--- config.mk ---
export PLATFORM = sky130hd
export DESIGN_NAME = tsp_host_port
export DESIGN_NICKNAME = d
export VERILOG_FILES = /design/src/inc/tsp_pkg.sv /design/src/logic/tsp_tone_gen.sv /design/src/logic/tsp_serial_port.sv /design/src/logic/tsp_host_port.sv
export SDC_FILE = /design/constraint.sdc
export NUM_CORES = 1
export LEC_CHECK = 0
export BUFFER_PORTS_ARGS = -buffer_cell sky130_fd_sc_hd__clkbuf_2
export CELL_PAD_IN_SITES_DETAIL_PLACEMENT = 0
export CELL_PAD_IN_SITES_GLOBAL_PLACEMENT = 1
export CORE_AREA = 3 3 160 162
export DETAILED_ROUTE_END_ITERATION = 10
export DIE_AREA = 0 0 163 165
export GPL_TIMING_DRIVEN = 0
export PLACE_DENSITY = 0.75
export SKIP_LAST_GASP = 1
export SYNTH_ARGS = -nofsm -noshare
export SYNTH_HDL_FRONTEND = slang
export SYNTH_HIERARCHICAL = 1
export SYNTH_SLANG_ARGS = --single-unit
export TNS_END_PERCENT = 10
--- constraint.sdc ---
create_clock -name clk_i -period 3.2 [get_ports clk_i]
set_clock_uncertainty 0.2 [all_clocks]
set_input_delay 0.48 -clock clk_i [delete_from_list [all_inputs] [get_ports clk_i]]
set_output_delay 0.48 -clock clk_i [all_outputs]
set_load 0.05 [all_outputs]
--- src/inc/tsp_pkg.sv ---
// Shared constants and state types of the tone signalling host port.
package tsp_pkg;

  // ---------------------------------------------------------------
  // Timing
  // ---------------------------------------------------------------
  localparam int CLK_PERIOD_NS   = 10;
  localparam int TICK_NS         = 1000000;
  localparam int TICK_CYCLES_DEF = (TICK_NS + CLK_PERIOD_NS - 1) / CLK_PERIOD_NS;
  localparam int TICK_W          = 20;

  // ---------------------------------------------------------------
  // Serial command codes
  // ---------------------------------------------------------------
  localparam logic [7:0] CMD_CTRL      = 8'h01;
  localparam logic [7:0] CMD_TONE1     = 8'h02;
  localparam logic [7:0] CMD_TONE2     = 8'h03;
  localparam logic [7:0] CMD_GPT       = 8'h04;
  localparam logic [7:0] CMD_TONE_ABSENT_INDICATION    = 8'h05;
  localparam logic [7:0] CMD_RD_STATUS = 8'h06;
  localparam logic [7:0] CMD_RD_RXWORD = 8'h07;

  // ---------------------------------------------------------------
  // Field positions and reset values
  // ---------------------------------------------------------------
  localparam int CTRL_PS_TONE1 = 0;
  localparam int CTRL_PS_TONE2 = 1;
  localparam int CTRL_PS_RX    = 2;
  localparam int CTRL_PS_GPT   = 3;
  localparam int CTRL_SUM_SW   = 4;
  localparam int CTRL_DIS_GPT  = 5;
  localparam int CTRL_DIS_RX   = 6;
  localparam int CTRL_AUDIO_SW = 7;
  localparam logic [7:0] CTRL_RESET = 8'h0f;

  localparam int ST_GPT    = 0;
  localparam int ST_TONE_ABSENT_INDICATION = 1;
  localparam int ST_MEAS   = 2;
  localparam int ST_LOGIC  = 3;

  localparam int TG_HALF_W  = 14;
  localparam int TG_AUX_BIT = 14;
  localparam int RX_W       = 16;
  localparam int BYTE_BITS  = 8;

  // ---------------------------------------------------------------
  // State types
  // ---------------------------------------------------------------
  typedef struct packed {
    logic [2:0] sclk_s;
    logic [1:0] cs_n_s;
    logic [1:0] din_s;
    logic [2:0] bit_cnt;
    logic [7:0] shreg;
    logic [7:0] rx_byte;
    logic       rx_valid;
    logic       first;
    logic [7:0] tx_reg;
    logic       tx_en;
  } tsp_sp_t;

  typedef struct packed {
    logic [TG_HALF_W-1:0] cnt;
    logic                 lvl;
  } tsp_tg_t;

  typedef struct packed {
    logic [7:0]        ctrl;
    logic [15:0]       tone1;
    logic [15:0]       tone2;
    logic [7:0]        gpt_period;
    logic [7:0]        nt_period;
    logic [7:0]        cmd;
    logic [1:0]        byte_idx;
    logic [7:0]        hold;
    logic [2:0]        flags;
    logic              irq_act;
    logic [TICK_W-1:0] tick_cnt;
    logic [7:0]        gpt_cnt;
    logic [7:0]        nt_cnt;
    logic              nt_ind;
    logic [2:0]        rx_s;
    logic [1:0]        logic_s;
    logic [RX_W-1:0]   per_cnt;
    logic [RX_W-1:0]   rx_word;
    logic              aux;
  } tsp_core_t;

endpackage

--- src/logic/tsp_tone_gen.sv ---
// Square wave tone generator with its own power-save input.
`timescale 1ns/100ps
module tsp_tone_gen
  import tsp_pkg::*;
(
  input  wire logic                 clk_i,
  input  wire logic                 rst_i,
  input  wire logic [TG_HALF_W-1:0] half_i,
  input  wire logic                 ps_i,
  output logic                      tone_o
);

  tsp_tg_t st;
  tsp_tg_t next_st;

  // A half period of zero means no tone; power-save holds the output low.
  always_comb
  begin
    next_st = st;
    if (ps_i || half_i == '0)
    begin
      next_st = '0;
    end
    else if (st.cnt >= half_i - 14'h0001)
    begin
      next_st.cnt = '0;
      next_st.lvl = ~st.lvl;
    end
    else
    begin
      next_st.cnt = st.cnt + 14'h0001;
    end
  end

  always_ff @(posedge clk_i)
  begin
    if (rst_i)
      st <= '0;
    else
      st <= next_st;
  end

  assign tone_o = st.lvl;
endmodule

--- src/logic/tsp_serial_port.sv ---
// Chip-select framed serial slave: byte receive and tri-state byte reply.
`timescale 1ns/100ps
module tsp_serial_port
  import tsp_pkg::*;
(
  input  wire logic       clk_i,
  input  wire logic       rst_i,
  input  wire logic       sclk_i,
  input  wire logic       cs_n_i,
  input  wire logic       cmd_data_i,
  input  wire logic [7:0] tx_byte_i,
  input  wire logic       tx_load_i,
  output logic            reply_data_o,
  output logic            reply_oe_o,
  output logic [7:0]      rx_byte_o,
  output logic            rx_valid_o,
  output logic            rx_first_o
);

  tsp_sp_t st;
  tsp_sp_t next_st;
  logic    active;
  logic    rise;
  logic    fall;

  always_comb
  begin
    next_st = st;
    next_st.rx_valid = 1'b0;
    next_st.sclk_s = {st.sclk_s[1:0], sclk_i};
    next_st.cs_n_s = {st.cs_n_s[0], cs_n_i};
    next_st.din_s  = {st.din_s[0], cmd_data_i};
    active = !st.cs_n_s[1];
    rise   = st.sclk_s[1] & ~st.sclk_s[2];
    fall   = ~st.sclk_s[1] & st.sclk_s[2];
    if (!active)
    begin
      next_st.bit_cnt = '0;
      next_st.first   = 1'b1;
      next_st.tx_en   = 1'b0;
    end
    else
    begin
      if (rise)
      begin
        next_st.shreg   = {st.shreg[6:0], st.din_s[1]};
        next_st.bit_cnt = st.bit_cnt + 3'h1;
        if (st.bit_cnt == 3'h7)
        begin
          next_st.rx_byte  = {st.shreg[6:0], st.din_s[1]};
          next_st.rx_valid = 1'b1;
        end
      end
      if (st.rx_valid)
      begin
        next_st.first  = 1'b0;
        next_st.tx_en  = tx_load_i;
        next_st.tx_reg = tx_byte_i;
      end
      else if (fall && st.tx_en && st.bit_cnt != '0)
      begin
        next_st.tx_reg = {st.tx_reg[6:0], 1'b0};
      end
    end
  end

  always_ff @(posedge clk_i)
  begin
    if (rst_i)
    begin
      st <= '0;
      st.cs_n_s <= 2'h3;
      st.first <= 1'b1;
    end
    else
      st <= next_st;
  end

  assign reply_data_o = st.tx_reg[7];
  assign reply_oe_o   = st.tx_en & active;
  assign rx_byte_o    = st.rx_byte;
  assign rx_valid_o   = st.rx_valid;
  assign rx_first_o   = st.first;
endmodule

--- src/logic/tsp_host_port.sv ---
// Tone signalling host port: command decode, timers, tone measurement and interrupt.
//
// Behaviour
// - Command bytes arrive as eight bits, most significant first, on serial clock.
// - Reply bytes shift out with the serial clock only while chip select is held.
// - Reply output is released whenever no reply bits are being returned.
// - Chip select frames each transfer; early release aborts the sequence.
// - A pending interrupt pulls the request line low, otherwise it is released.
// - Request line is open drain so up to eight devices may share it.
// - Timer expiry, no-tone expiry and measurement done raise status flags.
// - Each interrupt source is silent while its function is in power-save.
// - Control bits 5 and 6 keep their sources off the request line.
// - Status shows the live level of the general purpose logic input.
// - Control bit 7 opens or closes the standalone audio switch.
// - Each tone generator has its own power-save control.
// - No-tone indication follows once the programmed no-tone period has elapsed.
// - Each received tone is measured and readable as a received data word.
// - A programmable timer marks transmit periods and flags each expiry.
// - Bit 14 of tone generator two selects the auxiliary output mode.
// - Control bit 4 drives the switch onto the transmit modulation path.
`timescale 1ns/100ps
module tsp_host_port
  import tsp_pkg::*;
#(
  parameter int TICK_CYCLES = TICK_CYCLES_DEF
)
(
  input  wire logic clk_i,
  input  wire logic rst_i,
  input  wire logic sclk_i,
  input  wire logic cs_n_i,
  input  wire logic cmd_data_i,
  output logic      reply_data_o,
  output logic      reply_oe_o,
  output logic      irq_n_o,
  output logic      irq_oe_o,
  input  wire logic logic_i,
  input  wire logic rx_tone_i,
  output logic      tone1_o,
  output logic      tone2_o,
  output logic      aux_tone_o,
  output logic      aux_is_beep_o,
  output logic      sum_switch_o,
  output logic      audio_switch_o,
  output logic      tone_absent_indication_o
);

  // ---------------------------------------------------------------
  // Declarations
  // ---------------------------------------------------------------
  tsp_core_t  st;
  tsp_core_t  next_st;
  logic [7:0] rx_byte;
  logic       rx_valid;
  logic       rx_first;
  logic [7:0] tx_byte;
  logic       tx_load;
  logic [2:0] clr;
  logic [2:0] en;
  logic       tick;
  logic       gpt_evt;
  logic       nt_evt;
  logic       meas_evt;
  logic       rx_rise;
  logic [7:0] status_now;

  // ---------------------------------------------------------------
  // Serial port and tone generators
  // ---------------------------------------------------------------
  tsp_serial_port u_port (
    .clk_i        (clk_i),
    .rst_i        (rst_i),
    .sclk_i       (sclk_i),
    .cs_n_i       (cs_n_i),
    .cmd_data_i   (cmd_data_i),
    .tx_byte_i    (tx_byte),
    .tx_load_i    (tx_load),
    .reply_data_o (reply_data_o),
    .reply_oe_o   (reply_oe_o),
    .rx_byte_o    (rx_byte),
    .rx_valid_o   (rx_valid),
    .rx_first_o   (rx_first)
  );

  tsp_tone_gen u_tone1 (
    .clk_i  (clk_i),
    .rst_i  (rst_i),
    .half_i (st.tone1[TG_HALF_W-1:0]),
    .ps_i   (st.ctrl[CTRL_PS_TONE1]),
    .tone_o (tone1_o)
  );

  tsp_tone_gen u_tone2 (
    .clk_i  (clk_i),
    .rst_i  (rst_i),
    .half_i (st.tone2[TG_HALF_W-1:0]),
    .ps_i   (st.ctrl[CTRL_PS_TONE2]),
    .tone_o (tone2_o)
  );

  // ---------------------------------------------------------------
  // Next state
  // ---------------------------------------------------------------
  always_comb
  begin
    next_st  = st;
    tx_byte  = '0;
    tx_load  = 1'b0;
    clr      = '0;
    gpt_evt  = 1'b0;
    nt_evt   = 1'b0;
    meas_evt = 1'b0;
    en = {~st.ctrl[CTRL_DIS_RX], ~st.ctrl[CTRL_DIS_RX], ~st.ctrl[CTRL_DIS_GPT]};
    status_now = {4'h0, st.logic_s[1], st.flags};

    // Input synchronisers; the first stage feeds only the second.
    next_st.rx_s    = {st.rx_s[1:0], rx_tone_i};
    next_st.logic_s = {st.logic_s[0], logic_i};
    rx_rise = st.rx_s[1] & ~st.rx_s[2];

    // Timer base tick.
    tick = (st.tick_cnt == TICK_W'(TICK_CYCLES - 1));
    next_st.tick_cnt = tick ? '0 : st.tick_cnt + TICK_W'(1);

    // Command decode: first byte of a frame is the command.
    if (rx_valid)
    begin
      if (rx_first)
      begin
        next_st.cmd      = rx_byte;
        next_st.byte_idx = '0;
        if (rx_byte == CMD_RD_STATUS)
        begin
          tx_load = 1'b1;
          tx_byte = status_now;
          clr     = st.flags;
        end
        else if (rx_byte == CMD_RD_RXWORD)
        begin
          tx_load = 1'b1;
          tx_byte = st.rx_word[15:8];
        end
      end
      else
      begin
        if (st.byte_idx != 2'h3)
          next_st.byte_idx = st.byte_idx + 2'h1;
        case (st.cmd)
          CMD_CTRL:
            if (st.byte_idx == '0)
              next_st.ctrl = rx_byte;
          CMD_TONE1, CMD_TONE2:
            if (st.byte_idx == '0)
              next_st.hold = rx_byte;
            else if (st.byte_idx == 2'h1)
            begin
              if (st.cmd == CMD_TONE1)
                next_st.tone1 = {st.hold, rx_byte};
              else
                next_st.tone2 = {st.hold, rx_byte};
            end
          CMD_GPT:
            if (st.byte_idx == '0)
            begin
              next_st.gpt_period = rx_byte;
              next_st.gpt_cnt    = rx_byte;
            end
          CMD_TONE_ABSENT_INDICATION:
            if (st.byte_idx == '0)
            begin
              next_st.nt_period = rx_byte;
              next_st.nt_cnt    = rx_byte;
            end
          CMD_RD_RXWORD:
            if (st.byte_idx == '0)
            begin
              tx_load = 1'b1;
              tx_byte = st.rx_word[7:0];
            end
          default:
            next_st.hold = st.hold;
        endcase
      end
    end

    // General purpose period timer.
    if (st.ctrl[CTRL_PS_GPT])
      next_st.gpt_cnt = st.gpt_period;
    else if (tick && st.gpt_period != '0)
    begin
      if (st.gpt_cnt <= 8'h01)
      begin
        next_st.gpt_cnt = st.gpt_period;
        gpt_evt = 1'b1;
      end
      else
        next_st.gpt_cnt = st.gpt_cnt - 8'h01;
    end

    // Tone period measurement and no-tone timer.
    if (st.ctrl[CTRL_PS_RX])
    begin
      next_st.per_cnt = '0;
      next_st.nt_cnt  = st.nt_period;
    end
    else
    begin
      if (st.per_cnt != '1)
        next_st.per_cnt = st.per_cnt + RX_W'(1);
      if (rx_rise)
      begin
        // The cycle of the edge itself counts, so the word is the full period.
        next_st.per_cnt = RX_W'(1);
        if (st.per_cnt != '1 && st.per_cnt != '0)
        begin
          next_st.rx_word = st.per_cnt;
          next_st.nt_cnt  = st.nt_period;
          next_st.nt_ind  = 1'b0;
          meas_evt = 1'b1;
        end
      end
      else if (tick && st.nt_cnt != '0)
      begin
        next_st.nt_cnt = st.nt_cnt - 8'h01;
        if (st.nt_cnt == 8'h01)
        begin
          next_st.nt_ind = 1'b1;
          nt_evt = 1'b1;
        end
      end
    end

    // Sticky flags: a new event wins over the acknowledge.
    next_st.flags = (st.flags & ~clr) | {meas_evt, nt_evt, gpt_evt};
    next_st.irq_act = |(next_st.flags & en);

    // Auxiliary output follows generator two and is held low in its power-save.
    next_st.aux = st.ctrl[CTRL_PS_TONE2] ? 1'b0 : tone2_o;
  end

  always_ff @(posedge clk_i)
  begin
    if (rst_i)
    begin
      st <= '0;
      st.ctrl <= CTRL_RESET;
    end
    else
      st <= next_st;
  end

  // ---------------------------------------------------------------
  // Outputs
  // ---------------------------------------------------------------
  assign irq_n_o  = 1'b0;
  assign irq_oe_o = st.irq_act;
  assign aux_tone_o    = st.aux;
  assign aux_is_beep_o = st.tone2[TG_AUX_BIT];
  assign sum_switch_o  = st.ctrl[CTRL_SUM_SW];
  assign audio_switch_o = st.ctrl[CTRL_AUDIO_SW];
  assign tone_absent_indication_o = st.nt_ind;
endmodule

* Word level (Yosys, flattened, before mapping) *
Cells that the tools add are included.

storage, ports and cells
  register bits = 215
  input port bits = 7
  word-level logic and storage cells = 178

operators by class
  $add $sub $neg = 10
  magnitude comparators = 3
  equal/unequal tests = 16
  multiplexer cells = 45
  bitwise operators = 21
  reduce and logical (&&, ||, !) cells = 49

operator list
  kind                                                                      count
  8-bit two-way mux                                                         15
  16-bit two-way mux                                                        3
  8-bit by 3-bit equality test with 1-bit output (second input constant)    5
  14-bit by 1-bit adder with 14-bit output (second input constant)          2
  14-bit greater-or-equal comparator                                        2
  14-bit zero test                                                          2
  14-bit by 1-bit subtractor with 14-bit output (second input constant)     2
  9-bit two-way mux                                                         3
  4-bit AND reduction                                                       6
  20-bit by 1-bit adder with 20-bit output (second input constant)          1
  20-bit by 17-bit equality test with 1-bit output (second input constant)  1
  1-bit two-way mux                                                         18
  17-bit two-way mux                                                        1
  16-bit by 1-bit adder with 16-bit output (second input constant)          1
  8-bit by 1-bit equality test with 1-bit output (second input constant)    2
  8-bit by 2-bit equality test with 1-bit output (second input constant)    2
  16-bit != test (second input constant)                                    1
  16-bit nonzero test                                                       1
  8-bit nonzero test                                                        2
  8-bit by 1-bit subtractor with 8-bit output (second input constant)       2
  3-bit OR reduction                                                        5
  2-bit OR reduction                                                        7
  1-bit NOT                                                                 13
  6-bit AND reduction                                                       2
  other kinds (22)                                                          45

* Depth between registers and ports, before layout *
  depth after elaboration = 9
  gate-level depth with buffers = 13
  depth with buffers taken out = 12

* Cells and area by module *
The synthesis kept the hierarchy.

by module, submodules not included
  module                  times used  cells an instance  area an instance (µm²)  sequential area each (µm²)
  tsp_host_port           1           791                6692.7                  2982.9
  tsp_serial_port         1           152                1527.7                  720.7
  tsp_tone_gen (u_tone2)  1           140                1203.7                  300.3
  tsp_tone_gen (u_tone1)  1           137                1181.1                  300.3

* Worst setup path before layout *
OpenSTA, ideal clock, no wires.

  path type = register -> register
  start point = register st[132] (netlist name)
  end point = register u_tone1/st[6] (netlist bit)
  library setup time = 0.064 ns
  arrival time = 2.671 ns
  setup slack = 0.265 ns
  stages on the path, launching flop included = 13
  path buffers = 1
  path through = dfxtp_1 -> or4_4 -> nor3_4 -> nand3_2 -> nor3_2 -> xnor2_1 -> ha_1 -> a21oi_1 -> o21ai_0 -> a211oi_1 -> nand3_2 -> buf_6 -> nor2_1

RTL lines
  what                  RTL line            source
  end signal, assigned  tsp_tone_gen.sv:40  st <= next_st;
  end, declared         tsp_tone_gen.sv:13  tsp_tg_t st;

==> results.md <==
- CTS buffer count: 25
- Layout cell share with drive strength beyond 1: 0.0985
- Drt first pass iters: 5
- CP startpoint kind: register
- Worst-path fanout max: 10
- Hold Path Class: reg -> reg
- Synthesized area: 10600 sq um
- Synthesis-stage register bit count: 215
- # IOs: 18
- Core ar.: 24200 sq um
- Clock Tree Root: clkbuf_16
- Vias in the first global route: 8096
- Fillers: 2329
- Leakage: 0.00438 uW
- Most used DFF post-synth: dfxtp_1
- Hold Vio Cnt, Final: 0
- 1st-iter DRT viols: 511
- Die area: 26900 sq um
- Worst-path clk slew: 0.06 ns
- Setup TNS: 0 ns
- Async SR Flop Fraction: 0
- Minimum clock period: 3.09 ns
- Multi-input gate area: 5860 sq um
- Crit share post-route: 0.965
- Syn_area_per_cell: 8.69 sq um
- WL final: 24800 um
- CTS tree: built
- Initial antenna violation count: 1
- Peak VDD IR: 0.343 mV
- All-layer global routing usage: 0.186
- DP Wirelength: 17500 um
- P per Cell Area: 477 nW/um^2
- Area delta synth->final: 13.8%
- # setup viols final: 0
- Total congestion overflow: 0
- Synth Net Count: 1274
- YS warnings: 6
- Slew HR: 0.494
- Number of synthesized flops with an enable pin: 0
- Die height: 165 um
- Max-slew violations: 0
- H-tree lvl count: 1
- Routed Antenna Nets: 0
- Sequential-to-total area share from yosys stat: 0.406
- Clock latency on the worst-skew pair: 0.51 ns
- Starting Density: 0.437
- Clock Sinks: 215
- CP endpoint kind: register
- Setup CP Type: reg -> reg
- # diodes: 0
- Slew @ Worst Pin: 0.759 ns
- Max-cap violations: 0
- Status: complete, no violations
- Clock Tree Buf Depth: 3
- RD Place Congestion: 0.814
- Vias: 8465
- FMAX: 0.324 GHz
- Row count: 57
- Critical Path RT: 3.44 ns
- Drt drc: 0
- Die Width: 163 um
- Final-stage net count: 1326
- RSZ-0062 raised after global routing: yes
- Via density: 5.25
- First-pass GRT wire length: 41200 um
- Overall Power: 5760 uW
- Post-Syn Instances: 1220
- CP arrival: 3.33 ns
- Buffers added on ports: 16
- Post-synth cell types: 78
- Largest net degree at the start of global routing: 13
- WL/cell: 15.4 um
- Sequential cell area: 4300 sq um
## layer usage
layer,up-vias,part of all wire,routed length (um),track usage
met5,-,0,0,0
met4,0,0.020,490,0.0388
met3,40,0.033,820,0.0253
met2,112,0.46,11400,0.318
met1,3985,0.49,12000,0.252
li1,4328,-,-,-
## synth_stat cells (27+ instances only)
library cell  count  area share
mux2i_1          64       0.060
a21oi_1          88       0.042
xor2_1           38       0.031
nor3_1           27       0.013
ha_1             47       0.055
nand3_1          35       0.017
inv_1            38       0.013
clkbuf_1         35       0.012
nand2_1         150       0.053
dfxtp_1         215        0.41
xnor2_1          41       0.034
nor2_1          148       0.052
## flip-flops by register name (all words and copies together) (netlist names)
register                  count
u_tone1/tone_o                1
sum_switch_o                  1
st                          140
audio_switch_o                1
tone_absent_indication_o      1
u_port/st                    21
u_port/rx_byte_o              8
irq_oe_o                      1
aux_tone_o                    1
u_port/reply_data_o           1
u_port/rx_valid_o             1
aux_is_beep_o                 1
u_port/next_st                4
u_port/rx_first_o             1
u_tone1/st                   14
u_tone2/tone_o                1
next_st                       3
u_tone2/st                   14
## kinds of logic (layout without fill, tap and decap cells)
logic type                 after synthesis  in the layout  synth area share
xor gates and xnor gates                79             79            0.0652
AOI/OAI and AO/OA                      189            189             0.116
other                                    1              1          0.000354
adders and majority gates               47             47            0.0555
and+or+nand+nor                        522            522             0.251
DFF                                    215            215             0.406
buffers and inverters                  102            171            0.0442
muxes                                   65             65            0.0615
## repair_timing
action	in CTS	in global routing
setup buffers	0	4
gates resized for setup	1	3
endpoints found under the hold margin	5	0
endpoints found under the setup margin	10	29
hold buffers	5	0
pin swaps	0	4
## critical path, stage by stage (launching register included)
cell and delay (ns):
dfxtp_1 0.35, or4_4 0.57, nor3_4 0.21, nand3_4 0.13, nor3_2 0.14, xnor2_1 0.16, ha_1 0.29, a21oi_1 0.16
o21ai_0 0.12, a211oi_2 0.24, nand3_2 0.16, buf_6 0.19, nor2_1 0.11
## worst paths after layout
check	startpoint	endpoint	slack, ns	depth (start not counted)
worst max register to register	st[132]	u_tone1/st[11]	0.11	12
worst min-delay path	u_port/next_st[33]	u_port/st[33]	0.21	1
worst max-delay path	st[132]	u_tone1/st[11]	0.11	12
worst min register to register	u_port/next_st[33]	u_port/st[33]	0.21	1
## layout by cell type, fill, tap and decap left out, types with 35 or more instances in the layout
cell        n
dfxtp_1   215
nand2_1   150
nor2_1    148
a21oi_1    88
mux2i_1    64
ha_1       47
xnor2_1    41
clkbuf_1   39
inv_1      38
xor2_1     38
nand3_1    35
## power breakdown
group | switching, uW | internal (uW) | leakage (uW)
sequential | 5.82 | 2690 | 0.00173
clock | 1100 | 1890 | 0.000428
combinational | 59.5 | 23.0 | 0.00221
total | 1160 | 4600 | 0.00438
## area by class of cell
| cell class | instances | share of cell area |
|---|---|---|
| clock buffer | 35 | 0.0599 |
| timing repair buffer | 25 | 0.0133 |
| tap | 324 | 0.0336 |
| buffer | 64 | 0.0271 |
| sequential | 215 | 0.357 |
| multi-input combinational | 903 | 0.485 |
| clock inverter | 9 | 0.0122 |
| inverter | 38 | 0.0118 |
## stage by stage
step	cell area [sq um]	hold WS, ns	util	worst slack (ns)	cells
3_3_place_gp	11100	0.192	0.457	0.0203	1560
2_1_floorplan	10600	0.189	-	0.265	1220
5_1_grt	12100	0.249	0.498	-0.0667	1613
3_5_place_dp	11100	0.198	0.457	-0.0777	1560
4_1_cts	12000	0.213	0.496	0.000270	1609
6_report	12100	0.208	0.498	0.111	1613
Note: power is estimated with default switching activity, not from simulation.
